==> src/include/pll_status_zero_delay_map.vh <==
`ifndef PLL_STATUS_ZERO_DELAY_MAP_VH
`define PLL_STATUS_ZERO_DELAY_MAP_VH

// Register addresses on the serial control port.
`define ADDR_WIDTH 13
`define ZERO_DELAY_CONTROL_ADDR 13'h001e
`define PLL_STATUS_READBACK_ADDR 13'h001f

// Zero-delay control fields.
`define ZERO_DELAY_CONTROL_RESET 8'h00
`define ZD_ENABLE_BIT 1
`define ZD_EXTERNAL_BIT 2
`define ZD_DIVIDER_LSB 3
`define ZD_DIVIDER_MSB 4
`define ZD_WRITE_MASK 8'h1e

// Status readback fields.
`define ST_LOCK_BIT 0
`define ST_REF_ONE_ABOVE_BIT 1
`define ST_REF_TWO_ABOVE_BIT 2
`define ST_OSC_ABOVE_BIT 3
`define ST_REF_TWO_SELECTED_BIT 4
`define ST_HOLDOVER_BIT 5
`define ST_CALIBRATION_DONE_BIT 6

// Serial instruction word layout.
`define INSTR_LAST_BIT 4'hf
`define INSTR_READ_BIT 15
`define INSTR_COUNT_MSB 14
`define INSTR_COUNT_LSB 13
`define INSTR_ADDR_MSB 12
`define BYTE_LAST_BIT 4'h7
`define COUNT_STREAM 2'h3

`endif

==> src/serial_edge_sampler.v <==
`timescale 1ns/10ps
`default_nettype none

module serial_edge_sampler (
  // Clock and reset.
  input wire clock,
  input wire rst,
  // Serial port pins.
  input wire chipSelect_n,
  input wire serialClock,
  input wire serialDataIn,
  // Strobes to the register logic.
  output reg active,
  output reg riseStrobe,
  output reg fallStrobe,
  output reg sampledBit
);

  reg prevSerialClock;

  // The serial clock is treated as a plain synchronous input, so it must run well
  // below half the system clock rate for both edges to be seen.
  always @(posedge clock or posedge rst) begin
    if (rst) begin
      prevSerialClock <= 1'b0;
      active <= 1'b0;
      riseStrobe <= 1'b0;
      fallStrobe <= 1'b0;
      sampledBit <= 1'b0;
    end else begin
      prevSerialClock <= serialClock;
      active <= !chipSelect_n;
      riseStrobe <= !chipSelect_n && serialClock && !prevSerialClock;
      fallStrobe <= !chipSelect_n && !serialClock && prevSerialClock;
      if (!chipSelect_n && serialClock && !prevSerialClock) begin
        sampledBit <= serialDataIn;
      end
    end
  end

endmodule

`default_nettype wire

==> src/pll_status_zero_delay_regs.v <==
// Notes on behaviour
// Enable plus mode bit set selects external.
// Enable with mode bit clear selects internal.
// Enable bit gates zero delay, reset off.
// Status bit 6 shows calibration finished.
// Status bit 5 shows live holdover state.
// Status bit 4 set when reference two feeds.
// Status bit 3 shows oscillator above threshold.
// Status bit 2 shows reference two above threshold.
// Status bit 1 shows reference one above threshold.
// Status bit 0 shows digital lock.
// Status writes ignored; reads return live values.
`timescale 1ns/10ps
`default_nettype none
`include "pll_status_zero_delay_map.vh"

module pll_status_zero_delay_regs (
  // Clock and reset.
  input wire clock,
  input wire rst,
  // Serial control port.
  input wire chipSelect_n,
  input wire serialClock,
  input wire serialDataIn,
  output reg serialDataOut,
  output reg serialDataOutEnable,
  // Live status sources.
  input wire calibrationDone,
  input wire holdoverActive,
  input wire referenceInputTwoSelected,
  input wire oscillatorAboveThreshold,
  input wire referenceInputTwoAboveThreshold,
  input wire referenceInputOneAboveThreshold,
  input wire digitalLock,
  // Zero-delay controls to the clock path.
  output reg zeroDelayEnable,
  output reg externalZeroDelay,
  output reg internalZeroDelay,
  output reg [1:0] feedbackDividerSelect
);

  localparam [1:0] STATE_IDLE = 2'b00;
  localparam [1:0] STATE_INSTR = 2'b01;
  localparam [1:0] STATE_DATA = 2'b10;
  localparam [1:0] STATE_DONE = 2'b11;

  ////////////////////////////////////////////////////////////////////////////////

  wire active;
  wire riseStrobe;
  wire fallStrobe;
  wire sampledBit;

  serial_edge_sampler edgeSampler (
    .clock(clock),
    .rst(rst),
    .chipSelect_n(chipSelect_n),
    .serialClock(serialClock),
    .serialDataIn(serialDataIn),
    .active(active),
    .riseStrobe(riseStrobe),
    .fallStrobe(fallStrobe),
    .sampledBit(sampledBit)
  );

  ////////////////////////////////////////////////////////////////////////////////

  reg [1:0] state;
  reg [3:0] bitCount;
  reg [15:0] instrShift;
  reg [7:0] dataShift;
  reg [7:0] readShift;
  reg [`ADDR_WIDTH-1:0] address;
  reg [1:0] bytesLeft;
  reg streaming;
  reg isRead;
  reg [7:0] zeroDelayControl;

  wire [15:0] fullInstr;
  wire [7:0] fullData;
  wire [7:0] liveStatus;
  wire lastByte;

  assign fullInstr = {instrShift[14:0], sampledBit};
  assign fullData = {dataShift[6:0], sampledBit};
  assign lastByte = !streaming && (bytesLeft == 2'h0);

  // Status is assembled from the live sources, never from a stored copy.
  assign liveStatus = {1'b0,
                       calibrationDone,
                       holdoverActive,
                       referenceInputTwoSelected,
                       oscillatorAboveThreshold,
                       referenceInputTwoAboveThreshold,
                       referenceInputOneAboveThreshold,
                       digitalLock};

  // Unmapped addresses read as zero.
  function [7:0] readValue;
    input [`ADDR_WIDTH-1:0] addr;
    input [7:0] control;
    input [7:0] status;
    begin
      if (addr == `ZERO_DELAY_CONTROL_ADDR) begin
        readValue = control;
      end else if (addr == `PLL_STATUS_READBACK_ADDR) begin
        readValue = status;
      end else begin
        readValue = 8'h00;
      end
    end
  endfunction

  ////////////////////////////////////////////////////////////////////////////////
  // Serial frame: 16-bit instruction, then data bytes at descending addresses.

  always @(posedge clock or posedge rst) begin
    if (rst) begin
      state <= STATE_IDLE;
      bitCount <= 4'h0;
      instrShift <= 16'h0000;
      dataShift <= 8'h00;
      readShift <= 8'h00;
      address <= 13'h0000;
      bytesLeft <= 2'h0;
      streaming <= 1'b0;
      isRead <= 1'b0;
      zeroDelayControl <= `ZERO_DELAY_CONTROL_RESET;
      serialDataOut <= 1'b0;
      serialDataOutEnable <= 1'b0;
    end else if (!active) begin
      // Raising chip select aborts any frame; a partial byte is dropped.
      state <= STATE_IDLE;
      bitCount <= 4'h0;
      isRead <= 1'b0;
      serialDataOutEnable <= 1'b0;
    end else begin
      serialDataOutEnable <= isRead && (state == STATE_DATA);
      if (riseStrobe) begin
        case (state)
          STATE_IDLE: begin
            instrShift <= {15'h0000, sampledBit};
            bitCount <= 4'h1;
            state <= STATE_INSTR;
          end
          STATE_INSTR: begin
            instrShift <= fullInstr;
            if (bitCount == `INSTR_LAST_BIT) begin
              isRead <= fullInstr[`INSTR_READ_BIT];
              bytesLeft <= fullInstr[`INSTR_COUNT_MSB:`INSTR_COUNT_LSB];
              streaming <= fullInstr[`INSTR_COUNT_MSB:`INSTR_COUNT_LSB] == `COUNT_STREAM;
              address <= fullInstr[`INSTR_ADDR_MSB:0];
              // The read value is captured as the instruction completes.
              readShift <= readValue(fullInstr[`INSTR_ADDR_MSB:0],
                                     zeroDelayControl, liveStatus);
              bitCount <= 4'h0;
              state <= STATE_DATA;
            end else begin
              bitCount <= bitCount + 4'h1;
            end
          end
          STATE_DATA: begin
            dataShift <= fullData;
            if (bitCount == `BYTE_LAST_BIT) begin
              bitCount <= 4'h0;
              address <= address - 13'h0001;
              // Only the control register takes writes; status writes are dropped.
              if (!isRead && address == `ZERO_DELAY_CONTROL_ADDR) begin
                zeroDelayControl <= fullData & `ZD_WRITE_MASK;
              end
              if (isRead) begin
                readShift <= readValue(address - 13'h0001, zeroDelayControl, liveStatus);
              end
              if (lastByte) begin
                state <= STATE_DONE;
              end else if (!streaming) begin
                bytesLeft <= bytesLeft - 2'h1;
              end
            end else begin
              bitCount <= bitCount + 4'h1;
            end
          end
          STATE_DONE: begin
            bitCount <= 4'h0;
          end
          default: begin
            state <= STATE_IDLE;
          end
        endcase
      end else if (fallStrobe && isRead && state == STATE_DATA) begin
        serialDataOut <= readShift[7];
        readShift <= {readShift[6:0], 1'b0};
      end
    end
  end

  ////////////////////////////////////////////////////////////////////////////////
  // Zero-delay mode decode, registered so each output comes from a flip-flop.

  reg next_zeroDelayEnable;
  reg next_externalZeroDelay;
  reg next_internalZeroDelay;

  always @* begin
    next_zeroDelayEnable = zeroDelayControl[`ZD_ENABLE_BIT];
    next_externalZeroDelay = zeroDelayControl[`ZD_ENABLE_BIT] &&
                             zeroDelayControl[`ZD_EXTERNAL_BIT];
    next_internalZeroDelay = zeroDelayControl[`ZD_ENABLE_BIT] &&
                             !zeroDelayControl[`ZD_EXTERNAL_BIT];
  end

  always @(posedge clock or posedge rst) begin
    if (rst) begin
      zeroDelayEnable <= 1'b0;
      externalZeroDelay <= 1'b0;
      internalZeroDelay <= 1'b0;
      feedbackDividerSelect <= 2'h0;
    end else begin
      zeroDelayEnable <= next_zeroDelayEnable;
      externalZeroDelay <= next_externalZeroDelay;
      internalZeroDelay <= next_internalZeroDelay;
      feedbackDividerSelect <= zeroDelayControl[`ZD_DIVIDER_MSB:`ZD_DIVIDER_LSB];
    end
  end

endmodule

`default_nettype wire

==> config.mk <==
export PLATFORM = sky130hd
export DESIGN_NAME = pll_status_zero_delay_regs
export DESIGN_NICKNAME = d
export VERILOG_FILES = /design/src/serial_edge_sampler.v /design/src/pll_status_zero_delay_regs.v
export VERILOG_INCLUDE_DIRS = /design/src /design/src/include
export SDC_FILE = /design/constraint.sdc
export NUM_CORES = 1
export LEC_CHECK = 0
export ABC_AREA = 1
export BUFFER_PORTS_ARGS = -buffer_cell sky130_fd_sc_hd__clkbuf_2
export CORE_MARGIN = 2
export CORE_UTILIZATION = 45
export CTS_BUF_LIST = sky130_fd_sc_hd__clkbuf_4
export CTS_CLUSTER_DIAMETER = 100
export DETAILED_ROUTE_END_ITERATION = 6
export PLACE_DENSITY_LB_ADDON = 0.15
export SYNTH_ARGS = -nofsm -noshare
export SYNTH_HDL_FRONTEND = slang
export SYNTH_SLANG_ARGS = --single-unit
==> constraint.sdc <==
create_clock -name clock -period 2.5 [get_ports clock]
set_input_delay 0.25 -clock clock [delete_from_list [all_inputs] [get_ports clock]]
set_output_delay 0.25 -clock clock [all_outputs]
set_load 0.05 [all_outputs]
Word-level counts from Yosys, hierarchy flattened
Index checks and enable logic that the tools add are counted.
- bitwise logic cells: 1
- eq/ne operators: 26
- add/sub/neg operators: 3
- reductions and logical operators: 32
- muxes and demuxes: 35
- operators with widths (cell ; count):
    $eq 13x5->1 const B ; 5
    $mux 8 ; 5
    $pmux 15 s2 ; 1
    $mux 7 ; 4
    $mux 13 ; 2
    $pmux 13 s2 ; 1
    $ne 3x3->1 const B ; 7
    $mux 2 ; 9
    $mux 4 ; 4
    $pmux 4 s4 ; 1
    $pmux 8 s2 ; 1
    $reduce_and 5->1 ; 3
    $sub 13x1->13 const B ; 1
    $ne 2x2->1 const B ; 6
    $reduce_and 3->1 ; 4
    $logic_and 1x1->1 ; 11
    $reduce_and 7->1 ; 1
    $eq 2x2->1 const B ; 3
    $logic_not 1->1 ; 6
    $pmux 2 s3 ; 1
    $reduce_and 6->1 ; 1
    $reduce_bool 2->1 ; 3
    $mux 1 ; 5
    $add 4x1->4 const B ; 1
    10 further kinds ; 11
- register bits after elaboration: 66
- bits of input ports: 12
- logic and storage cells: 118

Longest topological paths before layout
Gate-level depths: netlist (run 1).
- depth after elaboration: 8
- mapped depth: 17
- mapped depth without buffers: 17

Hierarchy
Synthesis (run 1) repeated with hierarchy kept, for this count alone.
- cell total of the unflattened synthesis: 444
- area total of the unflattened synthesis: 3572.2 µm²
- by module, submodules not included (module ; sequential area each (µm²) ; area an instance (µm²) ; times used ; cells an instance):
    pll_status_zero_delay_regs ; 1526.5 ; 3403.3 ; 1 ; 430
    serial_edge_sampler ; 125.1 ; 168.9 ; 1 ; 14

Least setup slack after synthesis (run 1)
OpenSTA, ideal clock, no wires.
- kind: register to register
- start point: register address[0]
- end point: register readShift[1]
- slack: 0.584 ns
- path buffers: 0
- arrival time: 1.800 ns
- cell stages (with the launch flop): 16
- data required time: 2.384 ns
- clock period less this slack: 1.916 ns
- path through: dfrtp_1 > inv_1 > ha_1 > nand2_1 > nor2_1 > nand3_1 > xor2_1 > nand2_2 > nor2_8 > nand3_1 > nand2_1 > inv_1 > nand2_1 > nand2_1 > nand2_1 > nand2_1
- cells in the longest elaborated chain, start to end: 8
- elaborated cells on any way between the ends: 9
- those cells by class: add/sub (1); eq/ne (2); mux (6)
- ends and longest elaborated chain (item ; line ; RTL):
    start, declared ; pll_status_zero_delay_regs.v:73 ; reg [`ADDR_WIDTH-1:0] address;
    start signal, assigned ; pll_status_zero_delay_regs.v:152 ; address <= fullInstr[`INSTR_ADDR_MSB:0];
    start signal, assigned ; pll_status_zero_delay_regs.v:166 ; address <= address - 13'h0001;
    $sub 13x1->13 * ; pll_status_zero_delay_regs.v:172 ; readShift <= readValue(address - 13'h0001, zeroDelayControl, liveStatus);
    $eq 13x5->1 (no source line) ; - ;
    $mux 7 ; pll_status_zero_delay_regs.v:106 ; end else if (addr == `PLL_STATUS_READBACK_ADDR) begin
    $mux 7 * ; pll_status_zero_delay_regs.v:104 ; if (addr == `ZERO_DELAY_CONTROL_ADDR) begin
    $mux 8 * ; pll_status_zero_delay_regs.v:171 ; if (isRead) begin
    $mux 8 * ; pll_status_zero_delay_regs.v:164 ; if (bitCount == `BYTE_LAST_BIT) begin
    $pmux 8 s2 * ; pll_status_zero_delay_regs.v:140 ; case (state)
    $mux 8 * ; pll_status_zero_delay_regs.v:139 ; if (riseStrobe) begin
    end signal, assigned ; pll_status_zero_delay_regs.v:154 ; readShift <= readValue(fullInstr[`INSTR_ADDR_MSB:0],
    end signal, assigned ; pll_status_zero_delay_regs.v:172 ;
    end signal, assigned ; pll_status_zero_delay_regs.v:192 ; readShift <= {readShift[6:0], 1'b0};
    end, declared ; pll_status_zero_delay_regs.v:72 ; reg [7:0] readShift;
Mark *: on every way between the ends. The rest lies on a longest branch, timed or not. The select of a mux whose other input is x is not followed.
A chain may end at the register's enable or synchronous reset.

Final worst setup path (run 1)
- start point: register address[0]
- end point: register readShift[2]
The elaborated chain is that of the path after synthesis.

==> flow_summary.yaml, run 1 <==
outcome:
  status: "finished, final reports clean"
setup_path:
  rrSetupSlack_ns: 0.34
  r2r-start: "address[0]$_DFFE_PP0P_"
  r2r_cells: 15
  crit_arrival_ns: 2.47
  cp_max_fo: 10
  r2r-end: "readShift[2]$_DFFE_PP0P_"
  crit_type: "reg2reg"
  endpoint_kind: "flip-flop"
  crit_path_start_kind: "flip-flop"
  required_ns: 2.81
cts:
  htree_num_levels: 3
  post_cts_buffers: 0
  cts_root_buffer: "clkbuf_4"
  cts_resized: 0
  insertion_delay_ns: 0.41
  numClockSinks: 66
  clk_pin_slew_ns: 0.11
  cts_max_path_buffers: 2
  tritoncts: "built"
  cts_made_buffers: 9
cells_and_area:
  design_area_sq_um: 3900
  diodes: 0
  area_growth_pct: 10.3
  final_nets: 484
  final.fill_count: 760
  final_util_pct: 50.8
  drive_gt1_share_pct: 15.6
  instances_no_fill: 569
timing:
  hold_violations: 0
  slew_headroom_pct: 44.3
  fin_crit_sh_pct: 86.5
  worst_pin_slew_ns: 0.836
  period_minus_slack_ns: 2.16
  fmax_ghz: 0.463
  rsz0062_at_grt: "no"
  slew_violations: 0
  fin_skew_ns: 0.0171
  setup_viol: 0
  fin_tns_setup_ns: 0
yosys:
  syn_nets: 457
  synth_area_leader_cell: "dfrtp_1"
  synth_compound_area_share_pct: 14.0
  synth.top_cells.by_count: "nand2_1 (86), inv_1 (68), dfrtp_1 (66)"
  synth_top_area_share_pct: 46.7
  yosys.area_share.simple_pct: 24.7
  yosysSeqAreaShare_pct: 46.7
  synth_seq_cells: 66
  synth_edf_count: 0
  synth_fa_ha_area_share_pct: 3.18
  ys_warn_count: 0
  syn_area_per_cell_sq_um: 8.12
  synthMostInstantiatedCell: "nand2_1"
  synth_mux_area_share_pct: 0.318
  synth_top_family_by_area: "simple AND/OR/NAND/NOR gates"
  synth-xor-area-share_pct: 1.45
  synthCells: 436
  synth.cell_area_sq_um: 3540
  ys.flop_type: "dfrtp_1"
  synth_area_leaders: "dfrtp_1 (47%), nand2_1 (9.1%), inv_1 (7.2%)"
  async_reset_ff_share_pct: 100
  yosys.cell_types.count: 33
power:
  p_per_area_nw_per_um2: 563
  total_power_mw: 2.20
  vdd_drop_max_v: 0.000268
  leakage_nw: 1.95
global_route:
  grt_pass1_wl_mm: 13.5
  grt_pass1_vias: 2823
  grt_util_all_layers_pct: 20.1
  grt_max_degree: 67
  antenna_found_initial: 0
  grt_overflow: 0
floorplanning:
  rows: 32
  io_pins: 19
  die-area_sq_um: 8590
  core_area_sq_um: 7690
  die_w_um: 92.7
  die_h_um: 92.7
  start_util_pct: 46.0
hold_path:
  hold_class: "in2async"
placement:
  placed_area_sq_um: 3760
  dp.cells: 552
  dp_hpwl_mm: 5.68
  io_buffers: 18
  place_congestion: 0.808
route:
  drt_iter0_markers: 171
  viasPerCell: 5.07
  vias: 2882
  wl_mm: 7.77
  drtPass1Iterations: 5
  ant_nets: 0
  drc: 0
  avgRoutedWirePerCell_um: 13.7
flow_run:
  maxCapViolations: 0
## state kept, by name, summed over array words and instances, names as in the netlist, 2 cells and up
name / flops
state: 2
address: 13
feedbackDividerSelect: 2
dataShift: 4
zeroDelayControl: 4
readShift: 8
bytesLeft: 2
bitCount: 4
instrShift: 15
## metrics by stage
stage / hold WS (ns) / setup slack (ns)
finish: 0.0507 / 0.338
global route: 0.0765 / 0.0786
CTS: 0.0448 / 0.332
detailed placement: 0.395 / 0.351
global placement: 0.391 / 0.374
floorplan: 0.281 / 0.584
## area by class of cell
cell class                      instances  area, sq um  area share, %
Sequential cell                        66         1650           42.3
Inverter                               79          297           7.60
Clock buffer                           11         82.6           2.12
Clock inverter                          4         43.8           1.12
Timing Repair Buffer                   26          155           3.98
Tap cell                              102          128           3.27
Multi-Input combinational cell        281         1550           39.6
## metal layers
metal,up-vias,track usage (%),part of all wire [%]
met5,-,0,0
met4,0,7.23,1.6
met3,11,3.01,4.1
met2,65,29.9,44
met1,1334,29.8,50
li1,1472,-,-
## worst max path at each step
stage	endpoint	slack (ns)	start
final	readShift[2]$_DFFE_PP0P_	0.34	address[0]$_DFFE_PP0P_
after global routing	readShift[2]$_DFFE_PP0P_	0.08	address[0]$_DFFE_PP0P_
after CTS	readShift[3]$_DFFE_PP0P_	0.33	address[0]$_DFFE_PP0P_
after detailed placement	readShift[3]$_DFFE_PP0P_	0.35	address[0]$_DFFE_PP0P_
after global placement	readShift[3]$_DFFE_PP0P_	0.37	address[0]$_DFFE_PP0P_
after floorplan	readShift[1]$_DFFE_PP0P_	0.58	address[0]$_DFFE_PP0P_
## report_power, final
part | total [mW] | leakage (nW) | switching (mW) | internal [mW]
logic | 0.358 | 0.991 | 0.242 | 0.116
clock network | 0.695 | 0.0741 | 0.379 | 0.316
registers | 1.14 | 0.881 | 0.0299 | 1.11
total | 2.20 | 1.95 | 0.651 | 1.55
## cell usage in the layout, fill, tap and decap left out, types with 11 or more instances in the layout
cell type / n
clkbuf_2: 18
inv_1: 67
clkbuf_4: 11
nand2_1: 86
o22ai_1: 19
dfrtp_1: 66
nor2_1: 32
nand3_1: 26
a21oi_1: 17
o21ai_0: 36
## what timing repair did
item,in CTS,in global routing
endpoints found under the hold margin,3,0
endpoints found under the setup margin,0,0
hold buffers,2,0
## worst max-delay path, stage by stage, from the launching register on
cell,delay [ns]
dfrtp_1,0.42
inv_1,0.17
ha_1,0.23
nand2_1,0.08
nor2_1,0.13
nand3_1,0.11
xor2_1,0.21
nand2_2,0.12
nor2_8,0.20
nand3_1,0.09
nand2_1,0.07
inv_1,0.04
nand2_1,0.05
nand2_1,0.04
nand2_1,0.05
nand2_1,0.05
## kinds of logic (layout without fill, tap and decap cells)
logic type | count (synthesis) | in the layout
AOI/OAI and AO/OA | 86 | 86
xor gates and xnor gates | 5 | 5
and+or+nand+nor | 180 | 180
muxes | 1 | 1
DFF | 66 | 66
buffers and inverters | 89 | 120
adders and majority gates | 9 | 9
Power figures use the tool's default switching activity.
==> run 2: changes to the inputs <==
==> constraint.sdc (replaced) <==
create_clock -name clock -period 2.5 [get_ports clock]
set_input_delay 0.625 -clock clock [delete_from_list [all_inputs] [get_ports clock]]
set_output_delay 0.625 -clock clock [all_outputs]
set_load 0.05 [all_outputs]
==> run 2 against run 1 <==
Effect of this change:
- first-iteration DRC count shrank 7.6%
- critical path type unchanged
- highest routed layer unchanged
- clock-buffer cell count shrank 2
- combinational power grew 1%
- final cell count shrank 0.18%
==> flow_summary.yaml, run 2 (synthesized netlist as in run 1, its figures left out) <==
cells_and_area:
  layout_common_cells: "nand2_1 (86), inv_1 (67), dfrtp_1 (66)"
  final_common_cell: "nand2_1"
  final_nets: 482
  final_util_pct: 51.7
  top_register: "instrShift"
  largest_reg_flops: 15
  area_growth_pct: 12.3
  design_area_sq_um: 3980
  final.fill_count: 739
  drive_gt1_share_pct: 15.7
  diodes: 0
  final-seq-area_sq_um: 1650
  multi_input_area_sq_um: 1550
  layout_top_registers: "instrShift (15), address (13), readShift (8)"
  instances_no_fill: 568
power:
  p_clk_share_pct: 39.8
  p_seq_share_pct: 45.7
  p_per_area_nw_per_um2: 630
  switching_share_pct: 27.0
  p_sw_mw: 0.675
  vdd_drop_max_v: 0.000309
  pwr-share-comb_pct: 14.5
  leakage_nw: 1.97
  cellInternalPower_mw: 1.83
timing:
  fin_tns_setup_ns: 0
  fin_crit_sh_pct: 88.8
  fmax_ghz: 0.451
  rsz0062_at_grt: "no"
  setup_viol: 0
  slew_headroom_pct: 67.7
  hold_violations: 0
  period_minus_slack_ns: 2.22
  fin_skew_ns: 0.0146
  slew_violations: 0
  worst_pin_slew_ns: 0.479
route:
  ant_nets: 0
  drtPass1Iterations: 4
  wl_mm: 7.84
  drc: 0
  drt_iter0_markers: 158
  viasPerCell: 5.12
  vias: 2910
  avgRoutedWirePerCell_um: 13.8
floorplanning:
  rows: 32
  io_pins: 19
  core_area_sq_um: 7690
  start_util_pct: 46.0
  die_w_um: 92.7
  die_h_um: 92.7
  die-area_sq_um: 8590
cts:
  numClockSinks: 66
  hold_buffers: 0
  insertion_delay_ns: 0.42
  cts_max_path_buffers: 2
  cts_made_buffers: 9
  tritoncts: "built"
  cts_root_buffer: "clkbuf_4"
  htree_num_levels: 3
  post_cts_buffers: 0
  clk_pin_slew_ns: 0.11
  cts_resized: 0
setup_path:
  crit_path_start_kind: "flip-flop"
  required_ns: 2.83
  crit_type: "reg2reg"
  cp_max_fo: 10
  endpoint_kind: "flip-flop"
  crit_arrival_ns: 2.55
placement:
  placed_area_sq_um: 3770
  io_buffers: 18
  dp_hpwl_mm: 5.64
  dp.cells: 552
  place_congestion: 0.798
flow_run:
  maxCapViolations: 0
global_route:
  antenna_found_initial: 0
  grt_util_all_layers_pct: 20.1
  grt_pass1_wl_mm: 13.6
  grt_pass1_vias: 2804
  grt_overflow: 0
  grt_max_degree: 67
hold_path:
  hold_class: "in2async"
outcome:
  status: "finished, final reports clean"
run 2: cell types whose count changed in the layout (fill, tap and decap cells not counted):
cell / before / now
clkinv_2: 2 / 0
bufinv_16: 1 / 4
buf_4: 6 / 5
xor2_1: 4 / 3
clkinv_1: 3 / 5
xor2_2: 1 / 2
buf_12: 0 / 1
clkbuf_4: 11 / 9
dlygate4sd3_1: 2 / 0
run 2: layout make-up:
class | instances | area share (%)
Sequential cell | 66 | 41.5
Multi-Input combinational cell | 281 | 39.1
Inverter | 79 | 7.46
Timing Repair Buffer | 24 | 3.71
Clock inverter | 7 | 3.31
Tap cell | 102 | 3.21
Clock buffer | 9 | 1.70
run 2: path summary, 6_finish.rpt:
check                                                 from                                     to  slack, ns  depth (start not counted)
setup / recovery                    address[0]$_DFFE_PP0P_               readShift[4]$_DFFE_PP0P_       0.28                         15
hold / removal                                         rst              serialDataOut$_DFFE_PP0P_       0.23                          3
setup reg to reg                    address[0]$_DFFE_PP0P_               readShift[4]$_DFFE_PP0P_       0.28                         15
hold reg to reg            zeroDelayControl[4]$_DFFE_PP0P_     feedbackDividerSelect[1]$_DFF_PP0_       0.42                          0
max in group asynchronous                              rst        zeroDelayControl[3]$_DFFE_PP0P_       1.96                          3
min in group clock                             serialClock  edgeSampler.prevSerialClock$_DFF_PP0_       0.33                          1
run 2: per-layer routing:
layer  global-route usage [%]  share of wire [%]
met5                        0                  0
met1                     29.7                 51
met4                     7.60                1.6
met3                     2.85                3.5
met2                     30.1                 44
run 2: power by group through the flow:
stage                     sequential, mW  combinational (mW)  clock (mW)
after floorplan                     1.15               0.290           0
after global routing                1.15               0.423        1.06
after CTS                           1.14               0.364        1.02
after global placement              1.16               0.358           0
after detailed placement            1.16               0.362           0
final                               1.14               0.363       0.997
run 2: critical path, stage by stage (launching register included):
cell and delay [ns]:
dfrtp_1 0.43, inv_1 0.17, ha_1 0.23, nand2_1 0.08
nor2_1 0.13, nand3_1 0.16, xor2_2 0.19, nand2_2 0.11
nor2_8 0.20, nand3_1 0.10, nand2_1 0.08, inv_1 0.04
nand2_1 0.05, nand2_1 0.05, nand2_1 0.06, nand2_1 0.05
run 2: stage by stage:
step	hold WS [ns]	total power, mW	setup WS (ns)
after floorplan	0.370	1.44	0.220
after global placement	0.406	1.52	0.301
after detailed placement	0.409	1.53	0.308
after CTS	0.250	2.53	0.284
after global routing	0.261	2.64	0.0300
final	0.229	2.50	0.281
==> run 3: changes to the inputs <==
Clock period 2.5 ns to 2.1 ns, I/O delays scaled along.
==> run 3 against run 2 <==
Effect of this change:
- die area unchanged
- maximum frequency up 11%
- final cell count up 1.9%
- sequential power up 19%
- via count up 2.3%
- final area up 2.3%
- core utilization up 1.2 points
- sequential share of layout area down 0.95 points
==> flow_summary.yaml, run 3 (synthesized netlist as in run 1, its figures left out) <==
route:
  ant_nets: 0
  drc: 0
  drtPass1Iterations: 5
  viasPerCell: 5.14
  vias: 2977
  drt_iter0_markers: 138
  avgRoutedWirePerCell_um: 13.8
  wl_mm: 8.00
cells_and_area:
  diodes: 0
  final_nets: 493
  area_growth_pct: 15.0
  multi_input_area_sq_um: 1600
  top_register: "instrShift"
  layout_top_registers: "instrShift (15), address (13), readShift (8)"
  final_common_cell: "nand2_1"
  final-seq-area_sq_um: 1650
  layout_common_cells: "nand2_1 (84), dfrtp_1 (66), inv_1 (65)"
  final.fill_count: 771
  largest_reg_flops: 15
  drive_gt1_share_pct: 19.9
cts:
  hold_buffers: 0
  cts_made_buffers: 9
  cts_root_buffer: "clkbuf_4"
  clk_pin_slew_ns: 0.13
  numClockSinks: 66
  insertion_delay_ns: 0.43
  cts_max_path_buffers: 2
  htree_num_levels: 3
  tritoncts: "built"
power:
  vdd_drop_max_v: 0.000381
  leakage_nw: 1.99
  p_per_area_nw_per_um2: 671
  total_power_mw: 2.73
timing:
  slew_violations: 0
  fmax_ghz: 0.501
  rsz0062_at_grt: "yes"
  hold_violations: 0
  setup_viol: 0
  slew_headroom_pct: 66.9
  worst_slack_ns: 0.102
  fin_skew_ns: 0.0200
  period_minus_slack_ns: 2.00
  fin_crit_sh_pct: 95.1
  worst_pin_slew_ns: 0.496
global_route:
  grt_max_degree: 28
  grt_pass1_vias: 2899
  grt_util_all_layers_pct: 20.2
  grt_overflow: 0
  grt_pass1_wl_mm: 13.5
  antenna_found_initial: 0
setup_path:
  crit_arrival_ns: 2.32
  crit_path_start_kind: "flip-flop"
  cp_max_fo: 10
  endpoint_kind: "flip-flop"
  rrSetupSlack_ns: 0.10
  crit_type: "reg2reg"
  required_ns: 2.43
floorplanning:
  die_h_um: 92.7
  core_area_sq_um: 7690
  start_util_pct: 46.0
  die_w_um: 92.7
  rows: 32
  die-area_sq_um: 8590
  io_pins: 19
placement:
  place_congestion: 0.883
  pre_cts_slack_ns: 0.0703
  io_buffers: 18
  dp_hpwl_mm: 5.88
flow_run:
  maxCapViolations: 0
hold_path:
  hold_class: "in2async"
outcome:
  status: "finished, final reports clean"
==> run 3: changes by cell type in the layout (fill, tap and decap cells not counted), sizes merged <==
cell,delta
clkinvlp,+4
bufinv,-3
buf,+11
inv,-1
==> run 3: critical path: stages (launching register included) <==
cell and delay (ns):
dfrtp_1 0.43, inv_2 0.09, ha_4 0.15, nand2_2 0.07, nor2_2 0.11, nand3_1 0.14
xor2_2 0.20, nand2_2 0.11, nor2_8 0.20, nand3_1 0.09, nand2_1 0.07, inv_1 0.04
nand2_1 0.04, nand2_1 0.04, nand2_1 0.06, nand2_1 0.04
==> run 3: area by class of cell <==
type,count,area share (%)
Clock buffer,9,1.66
Clock inverter,7,1.72
Inverter,79,7.38
Multi-Input combinational cell,281,39.2
Sequential cell,66,40.6
Tap cell,102,3.14
Timing Repair Buffer,35,6.27
==> run 3: repair_timing <==
action / 4_1_cts / 5_1_grt
endpoints found under the hold margin: 0 / 0
setup buffers: 0 / 3
endpoints found under the setup margin: 0 / 7
gates resized for setup: 0 / 13
==> run 3: final timing paths <==
check,cells past startpoint,endpoint,startpoint
setup / recovery,15,readShift[1]$_DFFE_PP0P_,address[0]$_DFFE_PP0P_
hold / removal,2,instrShift[10]$_DFFE_PP0P_,rst
min in group clock,1,edgeSampler.prevSerialClock$_DFF_PP0_,serialClock
hold reg to reg,0,feedbackDividerSelect[0]$_DFF_PP0_,zeroDelayControl[3]$_DFFE_PP0P_
setup reg to reg,15,readShift[1]$_DFFE_PP0P_,address[0]$_DFFE_PP0P_
max in group asynchronous,3,state[1]$_DFFE_PP0P_,rst
==> run 3: routing by layer <==
metal	wire (um)	track usage, %	up-vias
met1	3710	27.3	1392
met3	418	4.31	7
li1	-	-	1494
met5	0	0	-
met4	101	6.37	0
met2	3770	32.6	84
==> run 3: metrics by stage <==
stage / area, sq um / hold WS, ns / cells / setup TNS (ns) / utilization [%]
final: 4070 / 0.0970 / 579 / 0 / 52.9
after global routing: 4070 / 0.120 / 579 / -0.244 / 52.9
after CTS: 4000 / 0.0985 / 576 / 0 / 52.0
after detailed placement: 3860 / 0.402 / 560 / 0 / 50.2
after global placement: 3860 / 0.389 / 560 / 0 / 50.2
after floorplan: 3540 / 0.370 / 436 / 0 / -
==> run 3: power breakdown <==
group	internal [mW]	total [mW]	switching, mW
logic	0.185	0.511	0.326
clock network	0.357	0.859	0.502
registers	1.33	1.36	0.0347
